<file path="config.mk">
export PLATFORM = sky130hd
export DESIGN_NAME = gdc_gate_ctrl
export DESIGN_NICKNAME = d
export VERILOG_FILES = /design/src/include/gdc_pkg.sv /design/src/rtl/gdc_gate_ctrl.sv
export SDC_FILE = /design/constraint.sdc
export NUM_CORES = 1
export LEC_CHECK = 0
export BUFFER_PORTS_ARGS = -buffer_cell sky130_fd_sc_hd__buf_2
export CORE_MARGIN = 2
export CORE_UTILIZATION = 59
export CTS_CLUSTER_DIAMETER = 40
export DETAILED_ROUTE_END_ITERATION = 16
export PLACE_DENSITY = 0.95
export SLEW_MARGIN = 5
export SYNTH_ARGS = -nofsm -noshare
export SYNTH_HDL_FRONTEND = slang
export SYNTH_SLANG_ARGS = --single-unit
export TNS_END_PERCENT = 50
</file>
<file path="constraint.sdc">
create_clock -name clk_in -period 11.63 [get_ports clk_in]
set_input_delay 1.163 -clock clk_in [delete_from_list [all_inputs] [get_ports clk_in]]
set_output_delay 1.163 -clock clk_in [all_outputs]
set_load 0.02 [all_outputs]
</file>
<file path="src/include/gdc_pkg.sv">
// Shared constants and types of the three-phase gate drive control block
package gdc_pkg;

  // ==========================================================================
  // Clock and timing
  localparam int CLK_MHZ = 250;
  localparam int CNT_W = 11;
  // Gate transition window choices in ns; a longest time, so cycles round down
  localparam int TGT_05_NS = 500;
  localparam int TGT_1_NS = 1000;
  localparam int TGT_2_NS = 2000;
  localparam int TGT_4_NS = 4000;
  localparam int TGT_05_CYC = TGT_05_NS * CLK_MHZ / 1000;
  localparam int TGT_1_CYC = TGT_1_NS * CLK_MHZ / 1000;
  localparam int TGT_2_CYC = TGT_2_NS * CLK_MHZ / 1000;
  localparam int TGT_4_CYC = TGT_4_NS * CLK_MHZ / 1000;
  // Cycles from reset release until the straps are latched (sync depth + 1)
  localparam logic [1:0] INIT_CYC = 2'h3;

  // ==========================================================================
  // Register map (byte addresses) and field layout
  localparam logic [3:0] CFG_ADDR = 4'h0;
  localparam logic [3:0] STS_ADDR = 4'h4;
  localparam int CFG_SER_BIT = 0;
  localparam int CFG_HSRC_LSB = 4;
  localparam int CFG_LSRC_LSB = 8;
  localparam int CFG_TGT_LSB = 12;
  localparam int CFG_DT_LSB = 16;
  localparam int STS_PWM_BIT = 0;
  localparam int STS_INIT_BIT = 1;
  localparam int STS_PM_LSB = 2;
  localparam int STS_HON_LSB = 4;
  localparam int STS_LON_LSB = 8;
  localparam logic [1:0] TGT_RST_SEL = 2'h1;
  localparam logic [3:0] SRC_RST = 4'h0;
  localparam logic [1:0] DT_RST = 2'h0;

  // ==========================================================================
  // Types
  typedef enum logic [1:0] {PM_SHUTDOWN, PM_SLEEP, PM_OPERATING} gdc_pwr_mode_e;

  typedef struct packed {
    logic ser;
    logic [3:0] hsrc;
    logic [3:0] lsrc;
    logic [1:0] gate_transition_limit;
    logic [1:0] dt;
  } gdc_cfg_s;

  typedef struct packed {
    logic on;
    logic peak;
    logic strong_sink;
    logic hold_up;
    logic hold_dn;
    logic [3:0] src;
    logic [4:0] snk;
  } gdc_gate_s;

  typedef struct packed {
    logic buck_boost_en;
    logic charge_pump_en;
    logic standby_reg_en;
    logic run_reg_en;
    logic host_reg_en;
    logic host_reg_low_power;
    logic host_clamp_en;
  } gdc_pwr_s;

endpackage : gdc_pkg

</file>
<file path="src/rtl/gdc_gate_ctrl.sv">
// Three-phase gate drive control: mode decode, dead time, windows, supplies
`timescale 1ns/1ps
module gdc_gate_ctrl #(
  parameter int DT_STEP_NS = 100 // Extra dead time per step of the select code
) (
  input wire logic clk_in, // 250 MHz internal clock
  input wire logic sys_rst_in, // Power-on reset, async, active high
  input wire logic vcc_good_in, // Supply above power-on threshold
  input wire logic enable_in, // Enable pin, high requests Operating
  input wire logic [2:0] hi_cmd_in, // High command per phase
  input wire logic [2:0] lo_cmd_in, // Low command per phase
  input wire logic [2:0] gh_below_in, // High gate below adaptive threshold
  input wire logic [2:0] gl_below_in, // Low gate below adaptive threshold
  input wire logic control_scheme_select_pin_in, // Mode strap, high = PWM
  input wire logic [2:0] drive_strength_strap_in, // Strap strength level
  input wire logic [1:0] dead_time_strap_in, // Strap extra dead time code
  input wire logic [3:0] avs_address_in, // Avalon byte address
  input wire logic avs_read_in, // Avalon read
  input wire logic avs_write_in, // Avalon write
  input wire logic [31:0] avs_writedata_in, // Avalon write data
  input wire logic [3:0] avs_byteenable_in, // Avalon byte enables
  output logic [31:0] avs_readdata_out, // Avalon read data
  output logic avs_waitrequest_out, // Avalon wait request
  output gdc_pkg::gdc_gate_s [2:0] high_gate_out, // High gate drive per phase
  output gdc_pkg::gdc_gate_s [2:0] low_gate_out, // Low gate drive per phase
  output gdc_pkg::gdc_pwr_s pwr_out // Supply block enables
);

  localparam int CW = gdc_pkg::CNT_W;

  // ==========================================================================
  // Parameter check
  if (3 * DT_STEP_NS * gdc_pkg::CLK_MHZ / 1000 >= 2 ** CW) begin : g_bad_dt
    $error("DT_STEP_NS too large for the dead time counter");
  end

  // ==========================================================================
  // Functions
  // Mode decode of one phase, returns {high wanted, low wanted}
  function automatic logic [1:0] cmd_decode(input logic pwm, input logic h,
                                            input logic l);
    if (pwm) begin
      cmd_decode = l ? {h, ~h} : 2'h0;
    end else begin
      cmd_decode = (h ^ l) ? {h, l} : 2'h0;
    end
  endfunction : cmd_decode

  function automatic logic [CW-1:0] tgt_cyc(input logic [1:0] sel);
    case (sel)
      2'h0: tgt_cyc = CW'(gdc_pkg::TGT_05_CYC);
      2'h1: tgt_cyc = CW'(gdc_pkg::TGT_1_CYC);
      2'h2: tgt_cyc = CW'(gdc_pkg::TGT_2_CYC);
      default: tgt_cyc = CW'(gdc_pkg::TGT_4_CYC);
    endcase
  endfunction : tgt_cyc

  // ==========================================================================
  // Pin synchronisers: two flops, only the second one is read
  logic [19:0] sync1_q;
  logic [19:0] sync2_q;
  logic s_vcc, s_en, s_mode;
  logic [1:0] s_dts;
  logic [2:0] s_drs, s_gh, s_gl, s_lo, s_hi;

  always_ff @(posedge clk_in or posedge sys_rst_in) begin
    if (sys_rst_in) begin
      sync1_q <= 20'h0;
      sync2_q <= 20'h0;
    end else begin
      sync1_q <= {vcc_good_in, enable_in, dead_time_strap_in, drive_strength_strap_in,
                  control_scheme_select_pin_in, gh_below_in, gl_below_in, lo_cmd_in,
                  hi_cmd_in};
      sync2_q <= sync1_q;
    end
  end

  assign {s_vcc, s_en, s_dts, s_drs, s_mode, s_gh, s_gl, s_lo, s_hi} = sync2_q;

  // ==========================================================================
  // Strap capture once after reset; later pin changes are not looked at
  logic [1:0] init_cnt_q;
  logic init_done_q;
  logic pwm_q;
  logic [2:0] drs_q;
  logic [1:0] dts_q;

  always_ff @(posedge clk_in or posedge sys_rst_in) begin
    if (sys_rst_in) begin
      init_cnt_q <= 2'h0;
      init_done_q <= 1'b0;
      pwm_q <= 1'b0;
      drs_q <= 3'h0;
      dts_q <= 2'h0;
    end else if (!init_done_q) begin
      init_cnt_q <= init_cnt_q + 2'h1;
      if (init_cnt_q == gdc_pkg::INIT_CYC - 2'h1) begin
        init_done_q <= 1'b1;
        pwm_q <= s_mode;
        drs_q <= s_drs;
        dts_q <= s_dts;
      end
    end
  end

  // ==========================================================================
  // Power mode; the supply outputs follow it one cycle later
  gdc_pkg::gdc_pwr_mode_e pm_q, pm_d;
  gdc_pkg::gdc_pwr_s pwr_q;
  logic mode_op;

  always_comb begin
    if (!s_vcc) begin
      pm_d = gdc_pkg::PM_SHUTDOWN;
    end else if (!s_en) begin
      pm_d = gdc_pkg::PM_SLEEP;
    end else begin
      pm_d = gdc_pkg::PM_OPERATING;
    end
  end

  always_ff @(posedge clk_in or posedge sys_rst_in) begin
    if (sys_rst_in) begin
      pm_q <= gdc_pkg::PM_SHUTDOWN;
    end else begin
      pm_q <= pm_d;
    end
  end

  // Shutdown state is also the reset state, so the clamp holds the host rail
  always_ff @(posedge clk_in or posedge sys_rst_in) begin
    if (sys_rst_in) begin
      pwr_q <= 7'b0010001;
    end else begin
      case (pm_q)
        gdc_pkg::PM_OPERATING: pwr_q <= 7'b1101100;
        gdc_pkg::PM_SLEEP: pwr_q <= 7'b0010110;
        default: pwr_q <= 7'b0010001;
      endcase
    end
  end

  assign mode_op = init_done_q && (pm_q == gdc_pkg::PM_OPERATING);

  // ==========================================================================
  // Configuration register and effective settings
  gdc_pkg::gdc_cfg_s cfg_q;
  logic [1:0] tgt_sel, dt_sel;
  logic [CW-1:0] cur_tgt, cur_dt;
  logic [3:0] hsrc, lsrc;

  assign tgt_sel = cfg_q.ser ? cfg_q.gate_transition_limit : gdc_pkg::TGT_RST_SEL;
  assign dt_sel = cfg_q.ser ? cfg_q.dt : dts_q;
  assign cur_tgt = tgt_cyc(tgt_sel);
  assign cur_dt = CW'(int'(dt_sel) * DT_STEP_NS * gdc_pkg::CLK_MHZ / 1000);
  assign hsrc = cfg_q.ser ? cfg_q.hsrc : {1'b0, drs_q};
  assign lsrc = cfg_q.ser ? cfg_q.lsrc : {1'b0, drs_q};

  // ==========================================================================
  // Per-phase gate state, window and dead time logic
  logic [2:0] hon_q, lon_q, hon_d, lon_d;
  logic [2:0] win_hi_q, win_up_q;
  logic [CW-1:0] win_q [3];
  logic [CW-1:0] dt_q [3];
  gdc_pkg::gdc_gate_s [2:0] hg_q, lg_q;

  for (genvar p = 0; p < 3; p++) begin : g_phase
    logic [1:0] want;
    logic h_up, h_dn, l_up, l_dn, tsns;

    assign want = mode_op ? cmd_decode(pwm_q, s_hi[p], s_lo[p]) : 2'h0;

    // A gate may start on only when partner is off, below threshold, gap elapsed
    always_comb begin
      hon_d[p] = want[1] && (hon_q[p] || (!lon_q[p] && s_gl[p] && dt_q[p] == '0));
      lon_d[p] = want[0] && (lon_q[p] || (!hon_q[p] && s_gh[p] && dt_q[p] == '0));
    end

    assign h_up = hon_d[p] && !hon_q[p];
    assign h_dn = !hon_d[p] && hon_q[p];
    assign l_up = lon_d[p] && !lon_q[p];
    assign l_dn = !lon_d[p] && lon_q[p];
    assign tsns = win_hi_q[p] ? s_gh[p] : s_gl[p];

    always_ff @(posedge clk_in or posedge sys_rst_in) begin
      if (sys_rst_in) begin
        hon_q[p] <= 1'b0;
        lon_q[p] <= 1'b0;
      end else begin
        hon_q[p] <= hon_d[p];
        lon_q[p] <= lon_d[p];
      end
    end

    // Window restarts on every edge of either gate, so a short on-time cuts it
    always_ff @(posedge clk_in or posedge sys_rst_in) begin
      if (sys_rst_in) begin
        win_q[p] <= '0;
        win_hi_q[p] <= 1'b0;
        win_up_q[p] <= 1'b0;
      end else if (h_up || h_dn || l_up || l_dn) begin
        win_q[p] <= cur_tgt;
        win_hi_q[p] <= h_up || h_dn;
        win_up_q[p] <= h_up || l_up;
      end else if (win_q[p] != '0) begin
        if (!win_up_q[p] && tsns) begin
          win_q[p] <= '0;
        end else begin
          win_q[p] <= win_q[p] - CW'(1);
        end
      end
    end

    // Extra gap counts once both gates are off and below threshold; a host
    // gap longer than it hides it completely
    always_ff @(posedge clk_in or posedge sys_rst_in) begin
      if (sys_rst_in) begin
        dt_q[p] <= '0;
      end else if (hon_q[p] || lon_q[p] || !s_gh[p] || !s_gl[p]) begin
        dt_q[p] <= cur_dt;
      end else if (dt_q[p] != '0) begin
        dt_q[p] <= dt_q[p] - CW'(1);
      end
    end

    // Drive commands, registered so every output comes from a flop
    always_ff @(posedge clk_in or posedge sys_rst_in) begin
      if (sys_rst_in) begin
        hg_q[p] <= '0;
        lg_q[p] <= '0;
      end else begin
        hg_q[p].on <= hon_q[p];
        hg_q[p].peak <= win_q[p] != '0 && win_hi_q[p];
        hg_q[p].strong_sink <= win_q[p] != '0 && !win_hi_q[p];
        hg_q[p].hold_up <= win_q[p] == '0 && hon_q[p];
        hg_q[p].hold_dn <= win_q[p] == '0 && !hon_q[p];
        hg_q[p].src <= hsrc;
        hg_q[p].snk <= {hsrc, 1'b0};
        lg_q[p].on <= lon_q[p];
        lg_q[p].peak <= win_q[p] != '0 && !win_hi_q[p];
        lg_q[p].strong_sink <= win_q[p] != '0 && win_hi_q[p];
        lg_q[p].hold_up <= win_q[p] == '0 && lon_q[p];
        lg_q[p].hold_dn <= win_q[p] == '0 && !lon_q[p];
        lg_q[p].src <= lsrc;
        lg_q[p].snk <= {lsrc, 1'b0};
      end
    end
  end

  // ==========================================================================
  // Avalon-MM slave: one wait cycle, read data ready when wait drops
  logic wait_q;
  logic [31:0] rdata_q, cfg_word, sts_word, wmask, wnew;

  always_comb begin
    cfg_word = 32'h0;
    cfg_word[gdc_pkg::CFG_SER_BIT] = cfg_q.ser;
    cfg_word[gdc_pkg::CFG_HSRC_LSB +: 4] = cfg_q.hsrc;
    cfg_word[gdc_pkg::CFG_LSRC_LSB +: 4] = cfg_q.lsrc;
    cfg_word[gdc_pkg::CFG_TGT_LSB +: 2] = cfg_q.gate_transition_limit;
    cfg_word[gdc_pkg::CFG_DT_LSB +: 2] = cfg_q.dt;
    sts_word = 32'h0;
    sts_word[gdc_pkg::STS_PWM_BIT] = pwm_q;
    sts_word[gdc_pkg::STS_INIT_BIT] = init_done_q;
    sts_word[gdc_pkg::STS_PM_LSB +: 2] = pm_q;
    sts_word[gdc_pkg::STS_HON_LSB +: 3] = hon_q;
    sts_word[gdc_pkg::STS_LON_LSB +: 3] = lon_q;
    wmask = {{8{avs_byteenable_in[3]}}, {8{avs_byteenable_in[2]}},
             {8{avs_byteenable_in[1]}}, {8{avs_byteenable_in[0]}}};
    wnew = (cfg_word & ~wmask) | (avs_writedata_in & wmask);
  end

  always_ff @(posedge clk_in or posedge sys_rst_in) begin
    if (sys_rst_in) begin
      wait_q <= 1'b1;
      rdata_q <= 32'h0;
    end else begin
      wait_q <= !((avs_read_in || avs_write_in) && wait_q);
      if (avs_read_in && wait_q) begin
        if (avs_address_in == gdc_pkg::CFG_ADDR) begin
          rdata_q <= cfg_word;
        end else if (avs_address_in == gdc_pkg::STS_ADDR) begin
          rdata_q <= sts_word;
        end else begin
          rdata_q <= 32'h0;
        end
      end
    end
  end

  // Config commits at the edge where wait is seen low
  always_ff @(posedge clk_in or posedge sys_rst_in) begin
    if (sys_rst_in) begin
      cfg_q <= {1'b0, gdc_pkg::SRC_RST, gdc_pkg::SRC_RST, gdc_pkg::TGT_RST_SEL,
                gdc_pkg::DT_RST};
    end else if (avs_write_in && !wait_q && avs_address_in == gdc_pkg::CFG_ADDR) begin
      cfg_q.ser <= wnew[gdc_pkg::CFG_SER_BIT];
      cfg_q.hsrc <= wnew[gdc_pkg::CFG_HSRC_LSB +: 4];
      cfg_q.lsrc <= wnew[gdc_pkg::CFG_LSRC_LSB +: 4];
      cfg_q.gate_transition_limit <= wnew[gdc_pkg::CFG_TGT_LSB +: 2];
      cfg_q.dt <= wnew[gdc_pkg::CFG_DT_LSB +: 2];
    end
  end

  assign avs_waitrequest_out = wait_q;
  assign avs_readdata_out = rdata_q;
  assign high_gate_out = hg_q;
  assign low_gate_out = lg_q;
  assign pwr_out = pwr_q;
endmodule : gdc_gate_ctrl

</file>
# --- Word-level counts from Yosys, hierarchy flattened ---
# Cells that the tools add are included.
totals:
  ff_bits: 214
  latchBits: 0
  ram_bits: 0
  mem_bits_ro: 0
  in_bits: 64
  output_inout_bits: 124
  elab_cells: 266
  n_memories: 0
op_classes:
  n_addsub: 7
  n_mul: 2
  n_div: 1
  n_lt_le_gt_ge: 0
  eq_ne: 6
  shifts: 0
  n_mux: 42
  bitwise_logic: 11
  n_reduce_logical: 131
op_table:
  columns: ["cell", "count"]
  rows:
  - ["11-bit 2-to-1 mux", 16]
  - ["11-bit logical NOT", 6]
  - ["11-bit nonzero test", 6]
  - ["11-bit by 1-bit subtractor with 11-bit output (second input constant)", 6]
  - ["1-bit logical AND", 56]
  - ["18-bit AND", 2]
  - ["32-bit by 11-bit divider with 32-bit output (second input constant)", 1]
  - ["2-bit 2-to-1 mux", 16]
  - ["10-bit one-hot mux with 3 select lines", 1]
  - ["1-bit logical OR", 28]
  - ["1-bit logical NOT", 26]
  - ["18-bit 2-to-1 mux", 1]
  - ["18-bit NOT", 1]
  - ["18-bit OR", 1]
  - ["7-bit by 7-bit multiplier with 14-bit output (second input constant)", 1]
  - ["7-bit one-hot mux with 2 select lines", 1]
  - ["2-bit nonzero test", 6]
  - ["4-bit 2-to-1 mux", 2]
  - ["2-bit by 5-bit multiplier with 7-bit output (second input constant)", 1]
  - ["2-bit equality test (second input constant)", 3]
  - ["1-bit 2-to-1 mux", 5]
  - ["2-bit by 1-bit equality test with 1-bit output (second input constant)", 2]
  - ["4-bit by 3-bit equality test with 1-bit output (second input constant)", 1]
  - ["4-bit logical NOT", 1]
  - ["other kinds (5)", 10]

# --- Longest topological paths before layout ---
# Gate-level depths: netlist (run 1).
logic_depth:
  word_depth: 11
  depth_mapped: 13
  depth_no_buf: 12

# --- Least setup slack after synthesis (run 1) ---
# OpenSTA, ideal clock, no wires.
synth_timing:
  path_type: "register -> register"
  start: "register dt_q[0] (netlist name)"
  end: "register win_q[4] (netlist name)"
  arrival_time_ps: 2608
  required_time_ps: 11505
  setup_slack_ps: 8897
  stages_incl_launch_ff: 12
  path_buffers: 1
  period_less_slack_ps: 2733
  path_cell_list: "dfrtp_1 inv_1 ha_1 nor3b_4 and3_2 clkbuf_1 a31oi_1 nor3_1 ha_1 a21boi_0 o41a_4 mux2_4"
synth_between:
  elab_chain_len: 10
  word_cells_on_any_way: 18
  classes_between: "1 x mux; 17 x reduce/logical"
synth_rtl:
  columns: ["item", "line_no", "rtl"]
  rows:
  - ["start, declared", "gdc_gate_ctrl.sv:164", "logic [CW-1:0] dt_q [3];"]
  - ["start signal, assigned by index", "gdc_gate_ctrl.sv:220", "dt_q[p] <= cur_dt;"]
  - ["start signal, assigned by index", "gdc_gate_ctrl.sv:222", "dt_q[p] <= dt_q[p] - CW'(1);"]
  - ["11-bit logical NOT *", "gdc_gate_ctrl.sv:175", "hon_d[p] = want[1] && (hon_q[p] || (!lon_q[p] && s_gl[p] && dt_q[p] == '0));"]
  - ["1-bit logical AND *", "gdc_gate_ctrl.sv:175", null]
  - ["1-bit logical OR *", "gdc_gate_ctrl.sv:175", null]
  - ["1-bit logical AND *", "gdc_gate_ctrl.sv:175", null]
  - ["net hon_d[2]", "gdc_gate_ctrl.sv:161", "logic [2:0] hon_q, lon_q, hon_d, lon_d;"]
  - ["1-bit logical NOT", "gdc_gate_ctrl.sv:180", "assign h_dn = !hon_d[p] && hon_q[p];"]
  - ["1-bit logical AND", "gdc_gate_ctrl.sv:180", null]
  - ["1-bit logical OR * (3 in series)", "gdc_gate_ctrl.sv:201", "end else if (h_up || h_dn || l_up || l_dn) begin"]
  - ["11-bit 2-to-1 mux / 2-bit nonzero test (equally long branches)", null, null]
  - ["end signal, assigned by index", "gdc_gate_ctrl.sv:202", "win_q[p] <= cur_tgt;"]
  - ["end signal, assigned by index", "gdc_gate_ctrl.sv:209", "win_q[p] <= win_q[p] - CW'(1);"]
  - ["end, declared", "gdc_gate_ctrl.sv:163", "logic [CW-1:0] win_q [3];"]
# Mark *: on every way through the listed nets, which the timed path passes. The rest lies on a longest branch.
# A chain may end at the register's enable or synchronous reset.

==> impl_metrics.yaml, run 1 <==
synthesis:
  synth_cells: 840
  synthAdderAreaFrac_pct: 3.16
  synth_top_area_share_pct: 52.8
  synth-main-ff-cell: "dfrtp_1"
  async_flop_share_pct: 100
  synth_edf_count: 0
  synth_top_family_by_area: "simple AND/OR/NAND/NOR gates"
  yosysTopAreaCell: "dfrtp_1"
  synth_xor_area_share_pct: 3.75
  ys_seq_area_share_pct: 54.0
  yosysMostFrequentCell: "dfrtp_1"
  ys_seq_elements: 196
  synth_simple_gate_area_share_pct: 17.6
  yosys-top-cells-count: "dfrtp_1 (192), nand2_1 (95), buf_4 (70)"
  syn_area_um2: 9100
  ys_types: 77
  avgSynthCellArea_um2: 10.8
  synth-warning-count: 0
  synth_compound_area_share_pct: 9.45
  muxShareOfSynthArea_pct: 3.74
  synthTopCellsByArea: "dfrtp_1 (53%), buf_4 (5.8%), nand2_1 (3.9%), ha_1 (3.2%), nor2_1 (2.6%)"
sta:
  fin_crit_sh_pct: 28.8
  relSlewSlack_pct: 25.5
  fin_setup_tns_ps: 0
  final-hold-violation-count: 0
  finalCriticalPeriod_ps: 3350
  drv_slew: 0
  setup_violations: 0
  worstMarginPinSlew_ps: 1110
  finalClockSkew_ps: 13.1
  rsz0062_at_grt: "no"
  max_freq_ghz: 0.299
  hold_slack_ps: 349
setup_path:
  crit_path_end: "dt_q[13]$_DFFE_PP0P_"
  reg2reg_depth: 9
  critical_path_class: "register to register"
  cp-start-kind: "register"
  cp.arrival_ps: 3710
  r2r-end: "dt_q[13]$_DFFE_PP0P_"
  critical_path_peak_fanout: 22
  cp.required_ps: 11990
  r2r_setup_slack_ps: 8280
  crit_path_end_kind: "register"
pwr:
  power.leakage_nw: 4.90
  power_density_nw_per_um2: 198
  ir_drop_v: 0.000112
  power.total_mw: 2.00
die:
  start_util_pct: 60.1
  ioPinCount: 188
  fp.dieH_um: 128
  die_w_um: 128
  coreArea_um2: 15100
  row_count: 45
  die-area_um2: 16400
outcome:
  status: "finished clean"
routing:
  remaining_drc_errors: 0
  wl_per_cell_um: 16.9
  routed_via_density: 5.68
  drt_iter0_drc: 491
  antenna_left: 0
  firstDrtPassIters: 5
  via_count: 6437
  routed_wl_um: 19200
grt:
  grt_pass1_vias: 6305
  grt_pass1_wl_um: 31000
  globalRouteOverflowTotal: 0
  antenna_found_initial: 1
  grt_max_degree: 136
  grt.total_usage_pct: 24.4
clock_tree:
  cts_tree: "yes"
  postCtsSetupBuffers: 0
  clk_pin_slew_ps: 70
  clock-root-buffer: "clkbuf_16"
  ctsHoldBuffers: 0
  clk_latency_ps: 440
  cts_max_level: 4
  cts.sinks: 196
  post_cts_resized: 0
  cts_made_buffers: 17
  cts.path.max_buffers: 2
finish:
  finish.net_count: 1019
  drive_gt1_share_pct: 25.1
  area_growth_pct: 11.0
placement:
  gp_congestion: 0.896
  io_buffers: 145
  dp_hpwl_um: 13100
hold_path:
  hold_start: "sync1_q[11]$_DFF_PP0_"
  hp-class: "register to register"
flow_run:
  maxCapViolations: 0
stage by stage:
step | setup slack [ps] | utilization (%) | area [um2] | std cells
6_report | 8280 | 66.7 | 10100 | 1134
5_1_grt | 8050 | 66.7 | 10100 | 1134
4_1_cts | 8320 | 66.7 | 10100 | 1133
3_5_place_dp | 8400 | 62.9 | 9520 | 1101
3_3_place_gp | 8520 | 62.9 | 9520 | 1101
2_1_floorplan | 5130 | - | 9180 | 861
worst min-delay path by stage:
stage / end / cells after the start
2_1_floorplan: sync2_q[0]$_DFF_PP0_ / 0
3_3_place_gp: sync2_q[18]$_DFF_PP0_ / 0
3_5_place_dp: sync2_q[10]$_DFF_PP0_ / 0
4_1_cts: sync2_q[10]$_DFF_PP0_ / 0
5_1_grt: sync2_q[13]$_DFF_PP0_ / 0
6_report: sync2_q[11]$_DFF_PP0_ / 0
report_power, final:
part	internal, mW	switching [mW]	total (mW)
clock	0.311	0.262	0.573
sequential	0.774	0.0923	0.866
combinational	0.227	0.330	0.557
total	1.31	0.685	2.00
metal layers:
metal / share of wire [%] / wire [um] / GRT usage (%) / vias up
met5: 0 / 0 / 0 / -
met4: 2.2 / 422 / 9.83 / 0
met3: 4.7 / 905 / 5.43 / 32
met2: 52 / 10100 / 42.5 / 235
met1: 41 / 7790 / 29.4 / 3200
li1: - / - / - / 2970
critical path, cell delays in order, from the launching register on:
cell	delay [ps]
dfrtp_1	820
mux2i_1	560
inv_1	310
ha_1	400
inv_1	130
ha_1	160
o31ai_1	80
a221oi_1	520
nor3_1	120
a21oi_1	170
registers in the layout, indices dropped and copies added (netlist names), 5 cells and up, named ones only:
signal	flops
sync1_q	20
low_gate_out	19
avs_readdata_out	16
win_q	33
high_gate_out	13
pwr_out	5
sync2_q	20
dt_q	33
cells in the final DEF, fill, tap and decap left out, types with 5 or more instances in the layout:
master	Yosys	routed
xnor2_1	20	20
nand2b_1	6	6
or3_1	5	5
and2_1	14	14
a22oi_1	7	7
o31ai_1	13	13
clkbuf_16	0	17
mux2_2	20	20
nor2b_1	13	13
inv_6	0	5
a31oi_1	6	6
xor2_1	19	19
dfrtp_1	192	192
nor3_1	27	27
mux2i_1	10	10
o21ai_0	43	43
conb_1	1	22
nand2_1	95	95
nand3_1	15	15
ha_1	23	23
o22ai_1	5	5
inv_1	30	29
buf_2	3	145
nor2_1	64	64
a21oi_1	30	30
kinds of logic after synthesis:
logic type,count (synthesis)
AND/OR/NAND/NOR,293
flip-flops,196
AO/OA/AOI/OAI,132
buffers and inverters,125
XOR/XNOR,39
multiplexers,31
adder cells (fa/ha/maj),23
other,1
area by class of cell:
cell class	count	area, um2
Antenna cell	1	2.50
Tap cell	188	235
Multi-Input combinational cell	540	3520
Sequential cell	196	4910
Clock inverter	12	116
Fill cell	1091	5050
Inverter	30	120
Clock buffer	20	457
Timing Repair Buffer	147	741
No activity file was read; power rests on OpenSTA's default activity.
==> run 2: changes to the inputs <==
- ABC_AREA: default -> 1
- CORE_UTILIZATION: 59 -> 50
- PLACE_DENSITY: 0.95 -> 0.87
- clock period: 11.63 -> 3 ns (I/O delays scaled with it)
==> impl_metrics.yaml, run 2 <==
outcome:
  status: "finished, violations left"
  failed_checks: "hold timing"
clock_tree:
  cts_made_buffers: 17
  cts.sinks: 196
  cts.path.max_buffers: 2
  postCtsSetupBuffers: 0
  cts_tree: "yes"
  cts_max_level: 4
  clock-root-buffer: "clkbuf_16"
  clk_latency_ps: 440
  clk_pin_slew_ps: 70
setup_path:
  cp.arrival_ps: 3020
  critical_path_class: "register to register"
  crit_path_end_kind: "register"
  cp-start-kind: "register"
  cp.required_ps: 3380
  critical_path_peak_fanout: 13
placement:
  io_buffers: 145
  dp_hpwl_um: 14100
  placedCellCount: 1394
  dp_slack_ps: 312
  gp_congestion: 0.892
finish:
  ff_latch_area_um2: 4910
  area_growth_pct: 14.7
  top_regs: "dt_q x33, win_q x33"
  multi_input_area_um2: 3440
  mostFrequentLayoutCells: "nand2_1 (231), dfrtp_1 (192), buf_2 (145)"
  final_common_cell: "nand2_1"
  final_util_pct: 58.1
  diodes: 0
  final_cells: 1446
  drive_gt1_share_pct: 19.1
  fillers: 1529
  finish.net_count: 1286
sta:
  hold_slack_ps: -12.9
  setup_violations: 0
  fin_crit_sh_pct: 88.1
  relSlewSlack_pct: 57.3
  finalCriticalPeriod_ps: 2640
  fin_ws_ps: 358
  drv_slew: 0
  final-hold-violation-count: 7
  max_freq_ghz: 0.379
  finalClockSkew_ps: 9.94
  rsz0062_at_grt: "no"
  worstMarginPinSlew_ps: 640
  fin_setup_tns_ps: 0
synthesis:
  yosysMostFrequentCell: "nand2_1"
  yosys-top-cells-count: "nand2_1 (231), dfrtp_1 (192), inv_1 (137)"
  yosysTopAreaCell: "dfrtp_1"
  ys_seq_elements: 196
  syn_area_um2: 9410
  synth_top_area_share_pct: 51.1
  synth_cells: 1069
  async_flop_share_pct: 100
  synth-warning-count: 0
  avgSynthCellArea_um2: 8.80
  synth-main-ff-cell: "dfrtp_1"
  synth_edf_count: 0
  ys_seq_area_share_pct: 52.2
  synthTopCellsByArea: "dfrtp_1 (51%), nand2_1 (9.2%), buf_4 (5.6%), inv_1 (5.5%), nor2_1 (5.4%)"
  ys_types: 50
grt:
  grt_pass1_vias: 6885
  globalRouteOverflowTotal: 0
  antenna_found_initial: 0
  grt.total_usage_pct: 20.5
  grt_max_degree: 119
  grt_pass1_wl_um: 32700
pwr:
  ir_drop_v: 0.000438
  power_density_nw_per_um2: 741
  power.leakage_nw: 5.70
die:
  die_w_um: 141
  coreArea_um2: 18600
  row_count: 50
  ioPinCount: 188
  die-area_um2: 19900
  start_util_pct: 50.6
  fp.dieH_um: 141
routing:
  wl_per_cell_um: 13.6
  routed_via_density: 4.98
  routed_wl_um: 19700
  via_count: 7203
  drt_iter0_drc: 474
  remaining_drc_errors: 0
  firstDrtPassIters: 6
  antenna_left: 0
flow_run:
  maxCapViolations: 0
hold_path:
  hp-class: "input port to async pin"
-- run 2: changes by cell type after synthesis, moves of 12 or more --
cell | before | now
nand2_1 | 95 | 231
inv_1 | 30 | 137
nor2_1 | 64 | 135
nand3_1 | 15 | 42
nand4_1 | 4 | 23
mux2_2 | 20 | 5
and2_1 | 14 | 1
nor2b_1 | 13 | 0
clkbuf_1 | 19 | 7
nor3_1 | 27 | 15
xnor2_1 | 20 | 8
-- run 2: area by class of cell --
cell class | instances | share of cell area, %
sequential | 196 | 45.5
multi-input combinational | 668 | 31.9
timing repair buffer | 175 | 9.51
inverter | 141 | 4.94
clock buffer | 18 | 4.07
tap | 234 | 2.71
clock inverter | 14 | 1.43
-- run 2: power breakdown --
part           leakage, nW  internal (mW)  total [mW]  switching [mW]
combinational         2.98          0.856        2.43            1.57
sequential            2.44           3.01        3.30           0.293
clock                0.282           1.14        2.27            1.13
total                 5.70           5.01        8.00            2.99
-- run 2: worst paths after layout --
check	depth (start not counted)	slack [ps]	from	to
setup / recovery	16	360	dt_q[22]$_DFFE_PP0P_	win_q[26]$_DFFE_PP0P_
max in group asynchronous	3	2450	sys_rst_in	dt_q[29]$_DFFE_PP0P_
min in group clk_in	2	20	avs_read_in	avs_waitrequest_out$_DFF_PP1_
setup reg to reg	16	360	dt_q[22]$_DFFE_PP0P_	win_q[26]$_DFFE_PP0P_
hold reg to reg	0	350	sync1_q[9]$_DFF_PP0_	sync2_q[9]$_DFF_PP0_
hold / removal	3	-10	sys_rst_in	low_gate_out[41]$_DFF_PP0_
-- run 2: cell families after synthesis --
logic type,count (synthesis),synth area share [%]
AO/OA/AOI/OAI,113,7.25
XOR/XNOR,30,2.79
adder cells (fa/ha/maj),23,3.06
buffers and inverters,226,12.2
flip-flops,196,52.2
multiplexers,6,0.705
other,1,0.0399
AND/OR/NAND/NOR,474,21.8
-- run 2: what timing repair did --
action	CTS	global route
endpoints found under the hold margin	20	0
setup endpoints to repair	0	4
hold buffers	20	0
gates resized for setup	0	2
-- run 2: metal layers --
metal  vias up  wire, um  GRT usage (%)
met1      3429      8290           25.8
met2       190     10000           34.7
met4         0       602           8.26
met5         -         0              0
met3        41       807           4.21
li1       3543         -              -
-- run 2: worst max-delay path, cell delays in order, from the launching register on --
cell and delay (ps):
dfrtp_1 400, inv_1 120, ha_1 190, nand2_1 110
nor2_4 170, nand2_1 90, nor2_1 130, nand2_1 80
inv_1 80, nand2_1 50, a21oi_1 170, ha_1 170
a21boi_4 230, nand2_2 210, nor2_2 230, nand2_1 80
nand2_1 60
-- run 2: metrics by stage --
step	area, um2	power (mW)
after global placement	10000	5.64
after detailed placement	10000	5.75
after global routing	10800	8.53
after CTS	10800	8.04
after floorplan	9490	5.28
final	10800	8.00
